--- config.mk ---
export PLATFORM = sky130hd
export DESIGN_NAME = radio_state_and_freq_comp_config
export DESIGN_NICKNAME = d
export VERILOG_FILES = /design/src/logic/radio_state_and_freq_comp_config.v
export VERILOG_INCLUDE_DIRS = /design/src /design/src/logic
export SDC_FILE = /design/constraint.sdc
export NUM_CORES = 1
export LEC_CHECK = 0
export BUFFER_PORTS_ARGS = -buffer_cell sky130_fd_sc_hd__buf_2
export CORE_AREA = 2 2 77 152
export CTS_CLUSTER_DIAMETER = 40
export DETAILED_ROUTE_END_ITERATION = 10
export DIE_AREA = 0 0 79 154
export PLACE_DENSITY_LB_ADDON = 0.25
export SYNTH_ARGS = -nofsm -noshare
export SYNTH_HDL_FRONTEND = slang
export SYNTH_SLANG_ARGS = --single-unit
--- constraint.sdc ---
create_clock -name aclk -period 4.7 [get_ports aclk]
set_input_delay 0.235 -clock aclk [delete_from_list [all_inputs] [get_ports aclk]]
set_output_delay 0.235 -clock aclk [all_outputs]
set_load 0.05 [all_outputs]
--- src/logic/radio_cfg_defs.vh ---
// Offsets, field positions, reset values and timing counts of the radio configuration bank.
`ifndef RADIO_CFG_DEFS_VH
`define RADIO_CFG_DEFS_VH
`define OFS_STATE_CFG          8'h17
`define OFS_COMP_CFG           8'h18
`define OFS_STATUS             8'h20
`define OFS_COMMAND            8'h24
`define IDX_STATE_CFG          6'h17
`define IDX_COMP_CFG           6'h18
`define IDX_STATUS             6'h20
`define IDX_COMMAND            6'h24
`define STATE_CFG_RESET        8'h04
`define COMP_CFG_RESET         8'h36
`define STATE_CFG_MASK         8'h3f
`define COMP_CFG_MASK          8'h3f
`define AUTOCAL_HI             5
`define AUTOCAL_LO             4
`define POWER_ON_TIMEOUT_SELECT_HI          3
`define POWER_ON_TIMEOUT_SELECT_LO          2
`define PIN_CTRL_BIT           1
`define OSC_KEEP_ON_BIT        0
`define FREEZE_BIT             5
`define PRE_GAIN_HI            4
`define PRE_GAIN_LO            3
`define POST_GAIN_BIT          2
`define LIMIT_HI               1
`define LIMIT_LO               0
`define AUTOCAL_NEVER          2'h0
`define AUTOCAL_FROM_IDLE      2'h1
`define AUTOCAL_TO_IDLE        2'h2
`define AUTOCAL_FOURTH         2'h3
`define RIPPLE_BITS            6
`define RADIO_IDLE             2'h0
`define RADIO_RX               2'h1
`define RADIO_TX               2'h2
`define RADIO_FSTX_READY       2'h3
`define RESP_OKAY              2'h0
`define RESP_SLVERR            2'h2
`endif

--- src/logic/radio_state_and_freq_comp_config.v ---
// Register bank for radio state machine control and frequency offset compensation settings.
// Functional notes
// - With autocal code 00 the synthesizer is calibrated only by the manual calibrate strobe.
// - With code 01 a calibration is made on each move from idle into receive, transmit or tx-ready.
// - With code 10 a calibration is made on each move from receive or transmit back to idle.
// - With code 11 only every fourth receive/transmit-to-idle move calibrates; field is bits 5:4, reset 00.
// - Chip-ready goes low only after the six-bit ripple counter expired the set number of times.
// - The power-on timeout codes 00..11 select 1, 16, 64 or 256 expirations.
// - Bit 1 of the first register, reset 0, enables pin control of the radio states.
// - Bit 0 of the first register, reset 0, keeps the oscillator on in sleep.
// - Bit 5 of the second register, reset 1, freezes both loops until carrier sense rises.
// - Bits 4:3, reset 10, select pre-sync gain K, 2K, 3K or 4K.
// - After sync the gain is the pre-sync gain if bit 2 is 0, else K/2; bit 2 resets to 1.
// - Bits 1:0, reset 10, clamp the offset to 0, BW/8, BW/4 or BW/2.
//
// Decided for this implementation: register access over AXI4-Lite.
`timescale 1ns/1ps
`default_nettype none
`include "radio_cfg_defs.vh"

module radio_state_and_freq_comp_config
(
  input  wire        aclk,
  input  wire        aresetn,
  input  wire [7:0]  s_axi_awaddr,
  input  wire        s_axi_awvalid,
  output reg         s_axi_awready,
  input  wire [31:0] s_axi_wdata,
  input  wire [3:0]  s_axi_wstrb,
  input  wire        s_axi_wvalid,
  output reg         s_axi_wready,
  output reg  [1:0]  s_axi_bresp,
  output reg         s_axi_bvalid,
  input  wire        s_axi_bready,
  input  wire [7:0]  s_axi_araddr,
  input  wire        s_axi_arvalid,
  output reg         s_axi_arready,
  output reg  [31:0] s_axi_rdata,
  output reg  [1:0]  s_axi_rresp,
  output reg         s_axi_rvalid,
  input  wire        s_axi_rready,
  input  wire [1:0]  radio_state,
  input  wire        osc_stable,
  input  wire        carrier_sense,
  input  wire        sync_detected,
  output reg         calibrate_pulse,
  output reg         chip_ready_n,
  output reg         pin_ctrl_enable,
  output reg         osc_keep_on_in_sleep,
  output reg         loop_freeze,
  output reg  [3:0]  comp_gain_x2,
  output reg  [1:0]  comp_offset_limit
);

  // ----------------------------------------------------------------
  // Address decoding
  // ----------------------------------------------------------------
  // Registers sit one per aligned word, so only address bits 7:2 count;
  // the two low bits are ignored rather than refused.
  function [5:0] word_index;
    input [7:0] byte_addr;
    begin
      word_index = byte_addr[7:2];
    end
  endfunction

  function known_index;
    input [5:0] index;
    begin
      known_index = (index == `IDX_STATE_CFG) || (index == `IDX_COMP_CFG)
                    || (index == `IDX_STATUS) || (index == `IDX_COMMAND);
    end
  endfunction

  // ----------------------------------------------------------------
  // Register bus slave
  // ----------------------------------------------------------------
  reg  [7:0]  state_cfg_reg;
  reg  [7:0]  comp_cfg_reg;
  reg  [7:0]  aw_addr_reg;
  reg         aw_held_reg;
  reg  [31:0] w_data_reg;
  reg  [3:0]  w_strb_reg;
  reg         w_held_reg;
  reg         cal_cmd_reg;
  reg  [1:0]  prev_state_reg;
  reg  [1:0]  to_idle_cnt_reg;
  wire        do_write;

  // Address and data beats are taken in either order, each with a one-cycle
  // ready pulse, and held until both are present. The commit waits while an
  // earlier response is still pending, so a second write can never
  // overwrite the first before the master has seen its answer.
  assign do_write = aw_held_reg && w_held_reg && !s_axi_bvalid;

  always @(posedge aclk)
  begin
    if (!aresetn)
    begin
      s_axi_awready <= 1'b0;
      s_axi_wready  <= 1'b0;
      s_axi_bvalid  <= 1'b0;
      s_axi_bresp   <= `RESP_OKAY;
      aw_held_reg   <= 1'b0;
      w_held_reg    <= 1'b0;
      aw_addr_reg   <= 8'h00;
      w_data_reg    <= 32'h00000000;
      w_strb_reg    <= 4'h0;
      state_cfg_reg <= `STATE_CFG_RESET;
      comp_cfg_reg  <= `COMP_CFG_RESET;
      cal_cmd_reg   <= 1'b0;
    end
    else
    begin
      s_axi_awready <= !aw_held_reg && !s_axi_awready && s_axi_awvalid;
      s_axi_wready  <= !w_held_reg && !s_axi_wready && s_axi_wvalid;
      cal_cmd_reg   <= 1'b0;
      if (s_axi_awvalid && s_axi_awready)
      begin
        aw_held_reg <= 1'b1;
        aw_addr_reg <= s_axi_awaddr;
      end
      if (s_axi_wvalid && s_axi_wready)
      begin
        w_held_reg <= 1'b1;
        w_data_reg <= s_axi_wdata;
        w_strb_reg <= s_axi_wstrb;
      end
      if (do_write)
      begin
        aw_held_reg  <= 1'b0;
        w_held_reg   <= 1'b0;
        s_axi_bvalid <= 1'b1;
        // A write to the read-only status word is answered OKAY and dropped;
        // only words outside the map get an error response.
        if (known_index(word_index(aw_addr_reg)))
          s_axi_bresp <= `RESP_OKAY;
        else
          s_axi_bresp <= `RESP_SLVERR;
        // A cleared low byte strobe leaves every register untouched.
        if (w_strb_reg[0])
        begin
          case (word_index(aw_addr_reg))
            `IDX_STATE_CFG:
            begin
              state_cfg_reg <= w_data_reg[7:0] & `STATE_CFG_MASK;
            end
            `IDX_COMP_CFG:
            begin
              comp_cfg_reg <= w_data_reg[7:0] & `COMP_CFG_MASK;
            end
            `IDX_COMMAND:
            begin
              cal_cmd_reg <= w_data_reg[0];
            end
            default:
            begin
              cal_cmd_reg <= 1'b0;
            end
          endcase
        end
      end
      else if (s_axi_bvalid && s_axi_bready)
      begin
        s_axi_bvalid <= 1'b0;
      end
    end
  end

  // ----------------------------------------------------------------
  // Read channel
  // ----------------------------------------------------------------
  // The answer is built from the address at the handshake edge, so read data
  // stands one cycle after the address is taken and stays until rready; only
  // one read is in flight because arready is held off while rvalid is up.
  always @(posedge aclk)
  begin
    if (!aresetn)
    begin
      s_axi_arready <= 1'b0;
      s_axi_rvalid  <= 1'b0;
      s_axi_rdata   <= 32'h00000000;
      s_axi_rresp   <= `RESP_OKAY;
    end
    else
    begin
      s_axi_arready <= !s_axi_arready && !s_axi_rvalid && s_axi_arvalid;
      if (s_axi_arvalid && s_axi_arready)
      begin
        s_axi_rvalid <= 1'b1;
        s_axi_rresp  <= `RESP_OKAY;
        case (word_index(s_axi_araddr))
          `IDX_STATE_CFG:
          begin
            s_axi_rdata <= {24'h000000, state_cfg_reg};
          end
          `IDX_COMP_CFG:
          begin
            s_axi_rdata <= {24'h000000, comp_cfg_reg};
          end
          `IDX_STATUS:
          begin
            // Bit 4 freeze, bit 3 ready, bits 2:1 the to-idle count; the
            // count lets software see where the fourth-move cycle stands.
            s_axi_rdata <= {27'h0000000, loop_freeze, !chip_ready_n, to_idle_cnt_reg, 1'b0};
          end
          `IDX_COMMAND:
          begin
            s_axi_rdata <= 32'h00000000;
          end
          default:
          begin
            s_axi_rdata <= 32'h00000000;
            s_axi_rresp <= `RESP_SLVERR;
          end
        endcase
      end
      else if (s_axi_rvalid && s_axi_rready)
      begin
        s_axi_rvalid <= 1'b0;
      end
    end
  end

  // ----------------------------------------------------------------
  // Calibration triggering
  // ----------------------------------------------------------------
  // Transitions are found by comparing the state with its value one cycle
  // earlier, so a pulse comes one cycle after the change is seen. The
  // to-idle count runs in every mode; switching into the fourth-move mode
  // therefore continues from wherever the count stands rather than from
  // zero.
  wire [1:0] autocal;
  wire       from_idle;
  wire       to_idle;

  assign autocal   = state_cfg_reg[`AUTOCAL_HI:`AUTOCAL_LO];
  assign from_idle = (prev_state_reg == `RADIO_IDLE) && (radio_state != `RADIO_IDLE);
  assign to_idle   = ((prev_state_reg == `RADIO_RX) || (prev_state_reg == `RADIO_TX))
                     && (radio_state == `RADIO_IDLE);

  always @(posedge aclk)
  begin
    if (!aresetn)
    begin
      prev_state_reg  <= `RADIO_IDLE;
      to_idle_cnt_reg <= 2'h0;
      calibrate_pulse <= 1'b0;
    end
    else
    begin
      prev_state_reg <= radio_state;
      if (to_idle)
        to_idle_cnt_reg <= to_idle_cnt_reg + 2'h1;
      case (autocal)
        `AUTOCAL_FROM_IDLE: calibrate_pulse <= cal_cmd_reg | from_idle;
        `AUTOCAL_TO_IDLE:   calibrate_pulse <= cal_cmd_reg | to_idle;
        `AUTOCAL_FOURTH:    calibrate_pulse <= cal_cmd_reg | (to_idle && to_idle_cnt_reg == 2'h3);
        default:            calibrate_pulse <= cal_cmd_reg;
      endcase
    end
  end

  // ----------------------------------------------------------------
  // Power-on timeout
  // ----------------------------------------------------------------
  // The ripple counter only runs once the oscillator is stable, so a
  // dropout of osc_stable restarts the whole wait.
  // The expiry count saturates at its goal, and ready is never withdrawn
  // while the oscillator stays stable, so a larger timeout code takes effect
  // only after the next dropout; software should change it only while the oscillator is off.
  reg  [`RIPPLE_BITS-1:0] ripple_reg;
  reg  [8:0]              expire_cnt_reg;
  reg  [8:0]              expire_goal;

  always @*
  begin
    case (state_cfg_reg[`POWER_ON_TIMEOUT_SELECT_HI:`POWER_ON_TIMEOUT_SELECT_LO])
      2'h0:    expire_goal = 9'h001;
      2'h1:    expire_goal = 9'h010;
      2'h2:    expire_goal = 9'h040;
      default: expire_goal = 9'h100;
    endcase
  end

  always @(posedge aclk)
  begin
    if (!aresetn)
    begin
      ripple_reg     <= {`RIPPLE_BITS{1'b0}};
      expire_cnt_reg <= 9'h000;
      chip_ready_n   <= 1'b1;
    end
    else if (!osc_stable)
    begin
      ripple_reg     <= {`RIPPLE_BITS{1'b0}};
      expire_cnt_reg <= 9'h000;
      chip_ready_n   <= 1'b1;
    end
    else
    begin
      ripple_reg <= ripple_reg + {{(`RIPPLE_BITS-1){1'b0}}, 1'b1};
      if (&ripple_reg && expire_cnt_reg < expire_goal)
        expire_cnt_reg <= expire_cnt_reg + 9'h001;
      if (expire_cnt_reg >= expire_goal)
        chip_ready_n <= 1'b0;
    end
  end

  // ----------------------------------------------------------------
  // Configuration outputs
  // ----------------------------------------------------------------
  // Gain is given in units of K/2 so that the post-sync K/2 is exact.
  // Four bits are needed because the largest pre-sync gain, 4K, is eight
  // of these units.
  always @(posedge aclk)
  begin
    if (!aresetn)
    begin
      pin_ctrl_enable      <= 1'b0;
      osc_keep_on_in_sleep <= 1'b0;
      loop_freeze          <= 1'b1;
      comp_gain_x2         <= 4'h6;
      comp_offset_limit    <= 2'h2;
    end
    else
    begin
      pin_ctrl_enable      <= state_cfg_reg[`PIN_CTRL_BIT];
      osc_keep_on_in_sleep <= state_cfg_reg[`OSC_KEEP_ON_BIT];
      loop_freeze          <= comp_cfg_reg[`FREEZE_BIT] && !carrier_sense;
      if (sync_detected && comp_cfg_reg[`POST_GAIN_BIT])
        comp_gain_x2 <= 4'h1;
      else
        comp_gain_x2 <= {1'b0, comp_cfg_reg[`PRE_GAIN_HI:`PRE_GAIN_LO], 1'b0} + 4'h2;
      comp_offset_limit <= comp_cfg_reg[`LIMIT_HI:`LIMIT_LO];
    end
  end

endmodule // radio_state_and_freq_comp_config
`default_nettype wire

==> results.toml <==
[run_status]
status = "finished clean"

[worst_setup_path]
cp.required_ns = 4.94
worstSetupPathType = "reg2reg"
worstPathMaxFanout = 7
worstSetupEndpointType = "flop"
start_kind = "flop"
arrival_ns = 2.69

[power]
power_mw = 1.48
leakage_nw = 1.56
peakVddDrop_v = 0.000210
power.density_mw_per_mm2 = 389

[finish]
areaGrowthSynthToFinish_pct = 19.1
n_antenna_cell = 0
largest_reg_flops = 9
stdcell_count = 549
nNetsFinal = 477
final_core_util_pct = 34.8
register_area_mm2 = 0.00142
finalInstanceArea_mm2 = 0.00381
drive_gt1_share_pct = 18.1
multi_input_area_mm2 = 0.00158
filler_cell_count = 1158

[synth]
synth_flop_cell = "dfxtp_1"
netlist_top_cells_area = "dfxtp_1 44%, buf_4 6.6%, nand2_1 4.8%"
yosysWarnings = 0
ys_ff_latch = 71
netlist_instances = 354
ys_types = 47
synth_top_area_share_pct = 44.4
syn_avg_cell_area_um2 = 9.03
syn-cell-area_mm2 = 0.00320
synth_edf_count = 0
seq_area_frac_synth_pct = 44.4
async_flop_share_pct = 0
yosys.area.top_type = "dfxtp_1"

[sta]
worst_pin_slew_ns = 0.894
setup_viol = 0
slew_headroom_pct = 40.4
fin_crit_ns = 2.44
timing.hold.ws_ns = 0.0871
fmax_mhz = 409
fin_skew_ns = 0.00268
period_share_pct = 52.0
hold_viol_final = 0
tns_ns = 0
rsz0062_at_grt = "false"
slew_viol_final = 0
fin_ws_ns = 2.26

[placement]
place_area_mm2 = 0.00348
place_hpwl_um = 5590
pre_cts_ws_ns = 2.28
portBuffers = 54
globalplace.congestion = 0.820
placedCellCount = 533

[cts]
htree_levels = 3
insertion_delay_ns = 0.33
path_clk_slew_ns = 0.05
post_cts.repair.setup_buffers = 0
tritoncts = "done"
cts_buffers = 9
root_buffer = "clkbuf_16"
cts.sinks = 71
ctsHoldBuffers = 0
cts-resized-gates = 0
cts_buffer_depth = 2

[worst_hold_path]
hold_class = "in2reg"

[detailed_routing]
dr.pass1.iters = 5
vias = 2598
highest_layer = "met4"
totalWireLength_um = 7460
drc_errors = 0
met3_length_um = 273
wl_per_cell_um = 13.6
via_per_inst = 4.73
drt_iter0_drc = 119
ant_nets = 0
m1WireLength_um = 2790
wl_met2_um = 4160

[job]
timing.max_cap.violations = 0

[die]
num_rows = 54
initial_utilization_pct = 29.2
core-area_mm2 = 0.0109
die_area_mm2 = 0.0122
fp.dieW_um = 79
die_h_um = 154
io-pin-count = 116

[grt]
grt_overflow = 0
grt_pass1_wl_um = 11700
grt_max_degree = 59
grt_pass1_vias = 2427
antenna_found_initial = 0
grt_use_total_pct = 12.6
## final timing paths
| kind | from | cells past startpoint | to | slack, ns |
|---|---|---|---|---|
| setup / recovery | state_cfg_reg[2] | 6 | expire_cnt_reg[3] | 2.26 |
| hold reg to reg | s_axi_rvalid | 1 | s_axi_arready | 0.44 |
| setup reg to reg | state_cfg_reg[2] | 6 | expire_cnt_reg[3] | 2.26 |
| hold / removal | carrier_sense | 2 | loop_freeze | 0.09 |
## metal layers
| metal | up-vias | global-route usage (%) |
|---|---|---|
| met5 | - | 0 |
| met3 | 17 | 3.52 |
| met4 | 0 | 7.55 |
| li1 | 1302 | - |
| met2 | 57 | 22.6 |
| met1 | 1222 | 12.6 |
## synth_stat cells (7+ instances only)
master / instances
inv_1: 7
a21boi_0: 17
nor3_1: 7
nand2b_1: 7
ha_1: 9
and2_1: 7
buf_4: 28
clkbuf_1: 14
nor2_1: 12
nand3_1: 28
dfxtp_1: 71
nand2_1: 41
mux2i_1: 13
o21ai_0: 13
a21oi_1: 13
nor2b_1: 8
## worst max-delay path, cell delays in order, from the launching register on
cell	delay, ns
dfxtp_1	0.35
nand2b_1	0.16
ha_1	0.29
a211o_1	0.35
a2111o_1	0.55
or4_1	0.50
a21oi_1	0.15
## cell usage in the layout (no fill, tap or decap), types with 7 or more instances in the layout
cell type,Yosys,final
dfxtp_1,71,71
buf_2,1,54
nand2_1,41,41
nand3_1,28,28
conb_1,1,28
a21boi_0,17,17
o21ai_0,13,13
a21oi_1,13,13
mux2i_1,13,13
nor2_1,12,12
ha_1,9,9
clkbuf_16,0,9
nor2b_1,8,8
inv_1,7,7
nand2b_1,7,7
and2_1,7,7
nor3_1,7,7
## power by group
group,internal (mW),switching (mW)
clock,0.493,0.242
sequential,0.614,0.0107
combinational,0.0271,0.0971
total,1.13,0.350
## area by class of cell
type	count	area share, %
Multi-Input combinational cell	260	41.6
Sequential cell	71	37.3
Timing Repair Buffer	55	7.29
Clock buffer	13	6.83
Tap cell	140	4.60
Clock inverter	3	1.71
Inverter	7	0.690
## kinds of logic after synthesis
family,count (synthesis),synth area share [%]
AND/OR/NAND/NOR,143,23.8
flip-flops,71,44.4
AO/OA/AOI/OAI,63,13.7
buffers and inverters,50,9.19
multiplexers,13,4.07
adder cells (fa/ha/maj),9,3.52
XOR/XNOR,4,1.10
other,1,0.117
(Power assumes the default switching activity.)
